<file path="src/include/ppfm_map.vh">
// Purpose: Named constants for the port pin function multiplexer
// Assumes: Included by every design file of the block
// Notes:   Masks are 8 bits wide; narrower ports use the low bits
`ifndef PPFM_MAP_VH
`define PPFM_MAP_VH

// Port widths
`define PPFM_RX_W          8
`define PPFM_TX_W          7
`define PPFM_MG_W          4
`define PPFM_VEC_W         8

// Glitch filter: samples a level must hold before it is believed
`define PPFM_FILT_CNT_W    2
`define PPFM_FILT_CYCLES   2'h3
`define PPFM_FILT_ZERO     2'h0
`define PPFM_FILT_ONE      2'h1

// Pins owned by the media interface when it is selected
`define PPFM_RX_OWN_MASK   8'h7F
`define PPFM_TX_OWN_MASK   8'h7F
`define PPFM_MG_OWN_MASK   8'h0F
// Pins the media interface drives while it owns them
`define PPFM_RX_PER_OE     8'h00
`define PPFM_TX_PER_OE     8'h6F
`define PPFM_MG_PER_OE_FIX 8'h01

// Receive-side bit positions
`define PPFM_RX_ER_BIT     6
`define PPFM_RX_DV_BIT     5
`define PPFM_RX_CLK_BIT    4
// Transmit-side bit positions
`define PPFM_TX_CLK_BIT    4
// Management-side bit positions
`define PPFM_MG_COL_BIT    3
`define PPFM_MG_CRS_BIT    2
`define PPFM_MG_MDIO_BIT   1

// Reset values
`define PPFM_ZERO8         8'h00
`define PPFM_ZERO4         4'h0
`define PPFM_ZERO7         7'h00

`endif

</file>
<file path="src/logic/ppfm_irq_filter.v">
// Purpose: Per-port glitch filter and sticky wake-up interrupt flags
// Assumes: Pin samples are synchronous to sys_clk
// Notes:   Active edge follows pull polarity: falling with pull-up, rising with pull-down
`timescale 1ns/1ps
`include "ppfm_map.vh"

module ppfm_irq_filter #(
  parameter W = 8
) (
  input  wire         sys_clk,
  input  wire         rst,
  input  wire [W-1:0] pin_raw,
  input  wire [W-1:0] pull_up,
  input  wire [W-1:0] irq_en,
  input  wire [W-1:0] flag_clr,
  output reg  [W-1:0] flag,
  output reg          irq
);

  reg  [W-1:0]                  filt;     // Filtered pin level
  reg  [`PPFM_FILT_CNT_W*W-1:0] cnt;      // Disagreement counters, one per pin
  reg  [W-1:0]                  next_filt;
  reg  [`PPFM_FILT_CNT_W*W-1:0] next_cnt;
  reg  [W-1:0]                  edge_hit; // Qualified active edge this cycle
  reg  [`PPFM_FILT_CNT_W-1:0]   c;
  integer                       i;

  // Filter: a level must differ for a full run before it is taken
  always @* begin
    next_filt = filt;
    next_cnt  = cnt;
    edge_hit  = {W{1'b0}};
    c         = `PPFM_FILT_ZERO;
    for (i = 0; i < W; i = i + 1) begin
      c = cnt[i*`PPFM_FILT_CNT_W +: `PPFM_FILT_CNT_W];
      if (pin_raw[i] == filt[i]) begin
        // Short pulse ends; start over
        c = `PPFM_FILT_ZERO;
      end else if (c == `PPFM_FILT_CYCLES - `PPFM_FILT_ONE) begin
        // Stable long enough: accept new level
        next_filt[i] = pin_raw[i];
        c            = `PPFM_FILT_ZERO;
        // Active edge: new level opposite the pull, so a pulled idle pin never flags
        edge_hit[i]  = irq_en[i] & (pin_raw[i] ^ pull_up[i]);
      end else begin
        c = c + `PPFM_FILT_ONE;
      end
      next_cnt[i*`PPFM_FILT_CNT_W +: `PPFM_FILT_CNT_W] = c;
    end
  end

  // Flags: set wins over a clear in the same cycle
  always @(posedge sys_clk) begin
    if (rst) begin
      filt <= {W{1'b0}};
      cnt  <= {`PPFM_FILT_CNT_W*W{1'b0}};
      flag <= {W{1'b0}};
      irq  <= 1'b0;
    end else begin
      filt <= next_filt;
      cnt  <= next_cnt;
      flag <= (flag & ~flag_clr) | edge_hit;
      irq  <= |(((flag & ~flag_clr) | edge_hit) & irq_en);
    end
  end

endmodule // ppfm_irq_filter

</file>
<file path="src/logic/ppfm_port_mux.v">
// Purpose: Pin function multiplexer for the three media-interface ports
// Assumes: Single clock; all inputs synchronous to sys_clk; pad cells outside
// Notes:   Media interface outranks general I/O; wake-up sees the pins whoever owns them; every output is registered

`timescale 1ns/1ps
`include "ppfm_map.vh"

module ppfm_port_mux (
  input  wire       sys_clk,
  input  wire       rst,
  // Receive-side port: pad and configuration
  input  wire [7:0] rx_pin_in,
  output reg  [7:0] rx_pin_out,
  output reg  [7:0] rx_pin_oe,
  output reg  [7:0] rx_pad_reduce,
  output reg  [7:0] rx_pad_pull_en,
  output reg  [7:0] rx_pad_pull_up,
  output reg  [7:0] rx_pin_value,
  input  wire       rx_mii_sel,
  input  wire [7:0] rx_gpio_data,
  input  wire [7:0] rx_gpio_dir,
  input  wire [7:0] rx_reduce_cfg,
  input  wire [7:0] rx_pull_en_cfg,
  input  wire [7:0] rx_pull_up_cfg,
  input  wire [7:0] rx_open_drain_cfg,
  input  wire [7:0] rx_irq_en,
  input  wire [7:0] rx_flag_clr,
  output wire [7:0] rx_irq_flag,
  output wire       rx_irq,
  // Transmit-side port
  input  wire [6:0] tx_pin_in,
  output reg  [6:0] tx_pin_out,
  output reg  [6:0] tx_pin_oe,
  output reg  [6:0] tx_pad_reduce,
  output reg  [6:0] tx_pad_pull_en,
  output reg  [6:0] tx_pad_pull_up,
  output reg  [6:0] tx_pin_value,
  input  wire       tx_mii_sel,
  input  wire [6:0] tx_gpio_data,
  input  wire [6:0] tx_gpio_dir,
  input  wire [6:0] tx_reduce_cfg,
  input  wire [6:0] tx_pull_en_cfg,
  input  wire [6:0] tx_pull_up_cfg,
  input  wire [6:0] tx_open_drain_cfg,
  input  wire [6:0] tx_irq_en,
  input  wire [6:0] tx_flag_clr,
  output wire [6:0] tx_irq_flag,
  output wire       tx_irq,
  // Management-side port
  input  wire [3:0] mg_pin_in,
  output reg  [3:0] mg_pin_out,
  output reg  [3:0] mg_pin_oe,
  output reg  [3:0] mg_pad_reduce,
  output reg  [3:0] mg_pad_pull_en,
  output reg  [3:0] mg_pad_pull_up,
  output reg  [3:0] mg_pin_value,
  input  wire       mg_mii_sel,
  input  wire [3:0] mg_gpio_data,
  input  wire [3:0] mg_gpio_dir,
  input  wire [3:0] mg_reduce_cfg,
  input  wire [3:0] mg_pull_en_cfg,
  input  wire [3:0] mg_pull_up_cfg,
  input  wire [3:0] mg_open_drain_cfg,
  input  wire [3:0] mg_irq_en,
  input  wire [3:0] mg_flag_clr,
  output wire [3:0] mg_irq_flag,
  output wire       mg_irq,
  // Ethernet controller side
  output reg  [3:0] mac_rxd,
  output reg        mac_rx_dv,
  output reg        mac_rx_er,
  output reg        mac_rx_clk,
  input  wire [3:0] mac_txd,
  input  wire       mac_tx_en,
  input  wire       mac_tx_er,
  output reg        mac_tx_clk,
  output reg        mac_col,
  output reg        mac_crs,
  output reg        mac_mdio_in,
  input  wire       mac_mdio_out,
  input  wire       mac_mdio_oe,
  input  wire       mac_mdc
);

  // Resolve one port: returns {oe, out}; peripheral bits override GPIO
  function [15:0] resolve;
    input [7:0] own;    // Bits owned by the peripheral
    input [7:0] p_out;  // Peripheral data
    input [7:0] p_oe;   // Peripheral enable
    input [7:0] g_data; // General I/O data
    input [7:0] g_dir;  // General I/O direction, 1 = output
    input [7:0] od;     // Open-drain select
    reg   [7:0] o;
    reg   [7:0] e;
    begin
      o = (own & p_out) | (~own & g_data);
      e = (own & p_oe)  | (~own & g_dir);
      // Open drain: only low is driven, high releases the line
      e = e & ~(od & o);
      o = o & ~od;
      resolve = {e, o};
    end
  endfunction

  wire [7:0]  rx_own;  // Ownership masks from the selects
  wire [7:0]  tx_own;
  wire [7:0]  mg_own;
  wire [15:0] rx_res;  // Resolved {oe, out} per port
  wire [15:0] tx_res;
  wire [15:0] mg_res;
  wire [7:0]  tx_per_out; // Transmit peripheral data in pin order
  wire [7:0]  mg_per_out;
  wire [7:0]  mg_per_oe;

  // Bit 7 of receive port is never in the mask, so it stays general I/O
  assign rx_own = rx_mii_sel ? `PPFM_RX_OWN_MASK : `PPFM_ZERO8;
  assign tx_own = tx_mii_sel ? `PPFM_TX_OWN_MASK : `PPFM_ZERO8;
  assign mg_own = mg_mii_sel ? `PPFM_MG_OWN_MASK : `PPFM_ZERO8;

  // Transmit: error, enable, clock input (undriven), four data bits
  assign tx_per_out = {1'b0, mac_tx_er, mac_tx_en, 1'b0, mac_txd};
  // Management: collision and sense are inputs, data bidirectional, clock out
  assign mg_per_out = {4'h0, 2'b00, mac_mdio_out, mac_mdc};
  assign mg_per_oe  = `PPFM_MG_PER_OE_FIX | {6'h00, mac_mdio_oe, 1'b0};

  assign rx_res = resolve(rx_own, `PPFM_ZERO8, `PPFM_RX_PER_OE, rx_gpio_data, rx_gpio_dir,
                          rx_open_drain_cfg);
  assign tx_res = resolve(tx_own, tx_per_out, `PPFM_TX_PER_OE, {1'b0, tx_gpio_data},
                          {1'b0, tx_gpio_dir}, {1'b0, tx_open_drain_cfg});
  assign mg_res = resolve(mg_own, mg_per_out, mg_per_oe, {4'h0, mg_gpio_data},
                          {4'h0, mg_gpio_dir}, {4'h0, mg_open_drain_cfg});

  // Pad drive, pull and read-back registers
  always @(posedge sys_clk) begin
    if (rst) begin
      // General I/O inputs, no pulls, full drive
      rx_pin_out     <= `PPFM_ZERO8;
      rx_pin_oe      <= `PPFM_ZERO8;
      rx_pad_reduce  <= `PPFM_ZERO8;
      rx_pad_pull_en <= `PPFM_ZERO8;
      rx_pad_pull_up <= `PPFM_ZERO8;
      rx_pin_value   <= `PPFM_ZERO8;
      tx_pin_out     <= `PPFM_ZERO7;
      tx_pin_oe      <= `PPFM_ZERO7;
      tx_pad_reduce  <= `PPFM_ZERO7;
      tx_pad_pull_en <= `PPFM_ZERO7;
      tx_pad_pull_up <= `PPFM_ZERO7;
      tx_pin_value   <= `PPFM_ZERO7;
      mg_pin_out     <= `PPFM_ZERO4;
      mg_pin_oe      <= `PPFM_ZERO4;
      mg_pad_reduce  <= `PPFM_ZERO4;
      mg_pad_pull_en <= `PPFM_ZERO4;
      mg_pad_pull_up <= `PPFM_ZERO4;
      mg_pin_value   <= `PPFM_ZERO4;
    end else begin
      rx_pin_out     <= rx_res[7:0];
      rx_pin_oe      <= rx_res[15:8];
      tx_pin_out     <= tx_res[6:0];
      tx_pin_oe      <= tx_res[14:8];
      mg_pin_out     <= mg_res[3:0];
      mg_pin_oe      <= mg_res[11:8];
      // Two drive strengths, chosen per pin
      rx_pad_reduce  <= rx_reduce_cfg;
      tx_pad_reduce  <= tx_reduce_cfg;
      mg_pad_reduce  <= mg_reduce_cfg;
      // Pull only while the pin is not driven, so it never fights the driver
      rx_pad_pull_en <= rx_pull_en_cfg & ~rx_res[15:8];
      tx_pad_pull_en <= tx_pull_en_cfg & ~tx_res[14:8];
      mg_pad_pull_en <= mg_pull_en_cfg & ~mg_res[11:8];
      rx_pad_pull_up <= rx_pull_up_cfg;
      tx_pad_pull_up <= tx_pull_up_cfg;
      mg_pad_pull_up <= mg_pull_up_cfg;
      // Pin level stays readable whoever owns the pin
      rx_pin_value   <= rx_pin_in;
      tx_pin_value   <= tx_pin_in;
      mg_pin_value   <= mg_pin_in;
    end
  end

  // Controller-side inputs: zero unless the interface owns the pins
  // Limitation: media clocks pass through one flop, so they are resampled at sys_clk
  always @(posedge sys_clk) begin
    if (rst) begin
      mac_rxd     <= `PPFM_ZERO4;
      mac_rx_dv   <= 1'b0;
      mac_rx_er   <= 1'b0;
      mac_rx_clk  <= 1'b0;
      mac_tx_clk  <= 1'b0;
      mac_col     <= 1'b0;
      mac_crs     <= 1'b0;
      mac_mdio_in <= 1'b0;
    end else begin
      mac_rxd     <= rx_pin_in[3:0] & {4{rx_mii_sel}};
      mac_rx_dv   <= rx_pin_in[`PPFM_RX_DV_BIT] & rx_mii_sel;
      mac_rx_er   <= rx_pin_in[`PPFM_RX_ER_BIT] & rx_mii_sel;
      mac_rx_clk  <= rx_pin_in[`PPFM_RX_CLK_BIT] & rx_mii_sel;
      mac_tx_clk  <= tx_pin_in[`PPFM_TX_CLK_BIT] & tx_mii_sel;
      mac_col     <= mg_pin_in[`PPFM_MG_COL_BIT] & mg_mii_sel;
      mac_crs     <= mg_pin_in[`PPFM_MG_CRS_BIT] & mg_mii_sel;
      mac_mdio_in <= mg_pin_in[`PPFM_MG_MDIO_BIT] & mg_mii_sel;
    end
  end

  // Wake-up interrupt per port, independent of peripheral ownership
  ppfm_irq_filter #(.W(`PPFM_RX_W)) u_rx_irq (
    .sys_clk  (sys_clk),
    .rst      (rst),
    .pin_raw  (rx_pin_in),
    .pull_up  (rx_pull_up_cfg),
    .irq_en   (rx_irq_en),
    .flag_clr (rx_flag_clr),
    .flag     (rx_irq_flag),
    .irq      (rx_irq)
  );

  ppfm_irq_filter #(.W(`PPFM_TX_W)) u_tx_irq (
    .sys_clk  (sys_clk),
    .rst      (rst),
    .pin_raw  (tx_pin_in),
    .pull_up  (tx_pull_up_cfg),
    .irq_en   (tx_irq_en),
    .flag_clr (tx_flag_clr),
    .flag     (tx_irq_flag),
    .irq      (tx_irq)
  );

  ppfm_irq_filter #(.W(`PPFM_MG_W)) u_mg_irq (
    .sys_clk  (sys_clk),
    .rst      (rst),
    .pin_raw  (mg_pin_in),
    .pull_up  (mg_pull_up_cfg),
    .irq_en   (mg_irq_en),
    .flag_clr (mg_flag_clr),
    .flag     (mg_irq_flag),
    .irq      (mg_irq)
  );

endmodule // ppfm_port_mux

</file>
<file path="config.mk">
export PLATFORM = sky130hd
export DESIGN_NAME = ppfm_port_mux
export DESIGN_NICKNAME = d
export VERILOG_FILES = /design/src/logic/ppfm_irq_filter.v /design/src/logic/ppfm_port_mux.v
export VERILOG_INCLUDE_DIRS = /design/src /design/src/include
export SDC_FILE = /design/constraint.sdc
export NUM_CORES = 1
export LEC_CHECK = 0
export BUFFER_PORTS_ARGS = -buffer_cell sky130_fd_sc_hd__buf_2
export CAP_MARGIN = 20
export CORE_ASPECT_RATIO = 0.8
export CORE_MARGIN = 2
export CORE_UTILIZATION = 45
export DETAILED_ROUTE_END_ITERATION = 7
export PLACE_DENSITY = 0.87
export SLEW_MARGIN = 25
export SYNTH_ARGS = -nofsm -noshare
export SYNTH_HDL_FRONTEND = slang
export SYNTH_SLANG_ARGS = --single-unit
</file>
<file path="constraint.sdc">
create_clock -name sys_clk -period 1.5 [get_ports sys_clk]
set_input_delay 0.075 -clock sys_clk [delete_from_list [all_inputs] [get_ports sys_clk]]
set_output_delay 0.075 -clock sys_clk [all_outputs]
set_load 0.02 [all_outputs]
</file>
==> metrics <==
max-cap violations 0; fin nets 1464; worst slew margin relative to its limit 0.624; Gate Count Post-Synth 725; combinational group share of total power 0.146; combined flip-flop and latch cell area 4080 µm²; number of antenna violations at the first check in global routing 2; Setup Crit Path Kind primary input to flip-flop; CTS tree built; unique cell type count in the Yosys netlist 35; number of buffer cells added on primary ports 331; final sum of negative setup slack -0.000685 ns; area added between synthesis and finish 61.7%; fmax 666 MHz; Sw Share 0.245; post-route total power 12.2 mW; minimum clock period after layout 1.50 ns; Clock Latency Late Sink 0.49 ns; part of the total power dissipated in sequential elements 0.472; slowest cell delay on critical path 0.58 ns; Initial Util 0.463; Worst Hold Class primary input to flip-flop; main flop type after synthesis dfxtp_1; area inside the core boundary 15900 µm²; CP arrival 1.86 ns; number of flops mapped to enable cells by yosys 0; kind of cell adding the most delay to the critical path buffers and inverters; run status finished, violations left; root buffer cell clkbuf_16; dominant cell type by area after synthesis dfxtp_1; cells along the critical path dlygate4sd3_1 > buf_2 > a211oi_2 > a31oi_1 > and3b_1 > dlygate4sd3_1; number of vias per cell 5.03; clock network power share 0.383; count of buffers added by post-CTS timing repair for setup 0; Pwr Density 1030 nW/µm²; overflow left after global routing 0; Filler Cell Count 958; total placed instance area 9300 µm²; critical path fanouts, max 3; Die W 147 µm; failing checks setup timing; final worst clock skew 0.0172 ns; measured slew at the worst slew-check pin 0.560 ns; Global Route Usage Sum 0.285; post-synthesis net count 929; sw power 2.98 mW; part of the Yosys area used for sequential elements 0.556; Leakage Power 5.54 nW; Synth Warn # 0; Routed Antenna Nets 0; count of buffer and inverter cells on the critical path 3; first-pass GRT wire length 40.0 mm; category of the worst setup path launch point primary input; Top Ports 332; period utilisation layout 1.00; number of DRC markers after the initial detailed-route iteration 323; final standard cell area without fillers 11900 µm²; area occupied by multi-input gates 3040 µm²; netlist area before placement 7340 µm²; mean post-synth cell area 10.1 µm²; DR pass1 iterations 4; max-slew violation total from the final report 0; detailed-route via count 7486; ratio of cells with drive above 1 in the final layout 0.302; setup slack after layout -0.000685 ns; H-tree lvl count 1; area fraction of the dominant cell type after synthesis 0.556; clock transition time at the flip-flop clock pins of the worst setup and hold paths 0.06 ns; Worst setup EP type flip-flop; register bit total from synthesis 204; drc violations 0; global placer's final weighted congestion 0.840; final setup vio count 1; vertical extent of the die 118 µm; maximum resistive drop on vdd 0.861 mV; vias in the first global route 8008; buffer depth of the longest clock path 3; Total Routed Length 25.6 mm; DP HPWL 14.1 mm; endpoint required time on the critical path 1.86 ns; proportion of register bits with asynchronous set or reset after synthesis 0; highest-delay cell along the critical path dlygate4sd3_1; TritonCTS Buffers 20; endpoints failing hold 0; cell internal pwr 9.21 mW; total number of clock tree sinks 204; setup repair after global routing missed its margin yes; most frequent CP cell dlygate4sd3_1; post-placement setup slack 0.119 ns; ranking of synthesized cells by area dfxtp_1, nor2b_1, nor2_1; WL per Instance 17.2 µm; # rows 41; pin count of the biggest net entering global routing 38; die footprint 17400 µm²
synthesized netlist by cell type (all sizes together), types with 7 or more instances:
library cell	instances
a211oi	11
a21boi	7
a21oi	25
and2	14
and3b	9
buf	8
clkbuf	16
dfxtp	204
ha	19
inv	40
mux2i	27
nand2	17
nand2b	15
nand3	11
nand3b	29
nor2	84
nor2b	76
nor3	8
nor3b	18
o21ai	20
or3	19
or3b	12
xnor2	19
cells in the final DEF, fill, tap and decap left out, types with 2 or more instances in the layout:
master,n
o2111ai_1,3
mux2i_1,27
nand3b_1,29
buf_4,10
ha_1,19
dlygate4sd3_1,194
a21boi_0,7
a211oi_1,8
nor4b_1,3
dfxtp_1,204
clkbuf_8,4
nand2b_1,15
inv_1,40
a21oi_1,18
a211oi_2,3
nand2_1,17
a32oi_1,2
xnor2_1,19
buf_12,3
a41oi_2,2
nand3_1,11
o21ai_1,4
clkbuf_16,20
o21ai_0,15
a21oi_2,7
nor2b_1,76
and3b_1,9
buf_2,330
nor2_1,84
nor3b_1,18
diode_2,2
or3b_1,12
and2_1,14
a31oi_1,3
nor3_1,8
or3_1,19
clkbuf_1,6
timing repair:
| item | CTS | global route |
|---|---|---|
| hold buffers | 194 | 0 |
| hold endpoints to repair | 167 | 0 |
| endpoints found under the setup margin | 0 | 8 |
| resized for setup | 0 | 4 |
registers in the layout, indices dropped and copies added (netlist names), 8 cells and up:
signal / cells
rx_pad_pull_en: 8
rx_pad_pull_up: 8
rx_pad_reduce: 8
rx_pin_oe: 8
rx_pin_out: 8
rx_pin_value: 8
u_mg_irq.cnt: 8
u_rx_irq.cnt: 16
u_rx_irq.filt: 8
u_rx_irq.flag: 8
u_tx_irq.cnt: 14
tightest hold or removal path: stages:
cell and delay [ns]:
buf_2 0.11, nand2_1 0.06, a21oi_2 0.04, a21oi_1 0.12
nor2_1 0.06
routing by layer:
layer,GRT usage,vias to the layer above,part of all wire
met5,0,-,0
met4,0.149,0,0.055
met3,0.0695,116,0.069
met2,0.545,348,0.52
met1,0.284,3529,0.36
li1,-,3493,-
power by group through the flow:
stage               Sequential (mW)  Combinational [mW]  Clock, mW
detailed placement             5.86                1.29          0
global placement               5.85                1.26          0
finish                         5.75                1.78       4.67
floorplan                      6.08               0.472          0
global route                   5.77                1.91       4.96
CTS                            5.74                1.68       4.74
cell families (layout without fill, tap and decap cells):
group	Yosys count	after routing	share of synthesized area
flops	204	204	0.556
buf+inv	64	609	0.0341
other cells	0	2	0
xor+xnor	19	19	0.0227
compound gates	75	75	0.0693
simple gates	317	317	0.249
mux	27	27	0.0368
fa+ha+maj	19	19	0.0324
path summary, 6_finish.rpt:
| kind | from | endpoint | slack (ns) | cells after the start |
|---|---|---|---|---|
| worst max-delay path | mg_open_drain_cfg[1] | mg_pad_pull_en[1] | -0.0007 | 6 |
| worst min-delay path | tx_irq_en[0] | u_tx_irq.flag[0] | 0.02 | 5 |
| worst max register to register | u_tx_irq.filt[1] | u_tx_irq.irq | 0.14 | 4 |
| worst min register to register | u_tx_irq.cnt[0] | u_tx_irq.cnt[0] | 0.41 | 1 |
metrics by stage:
| stage | instances | util | hold WS (ns) |
|---|---|---|---|
| final | 1487 | 0.749 | 0.0203 |
| after global routing | 1487 | 0.749 | 0.0239 |
| after CTS | 1485 | 0.747 | 0.00296 |
| after detailed placement | 1259 | 0.587 | 0.259 |
| after global placement | 1259 | 0.587 | 0.252 |
| after floorplan | 725 | - | 0.151 |
cell type report:
type | instances | area share
timing repair buffer | 537 | 0.314
clock buffer | 30 | 0.0487
multi-input combinational | 457 | 0.256
sequential | 204 | 0.344
clock inverter | 2 | 0.00179
inverter | 40 | 0.0126
antenna | 2 | 0.000422
tap | 215 | 0.0227
Note: power is estimated with default switching activity, not from simulation.
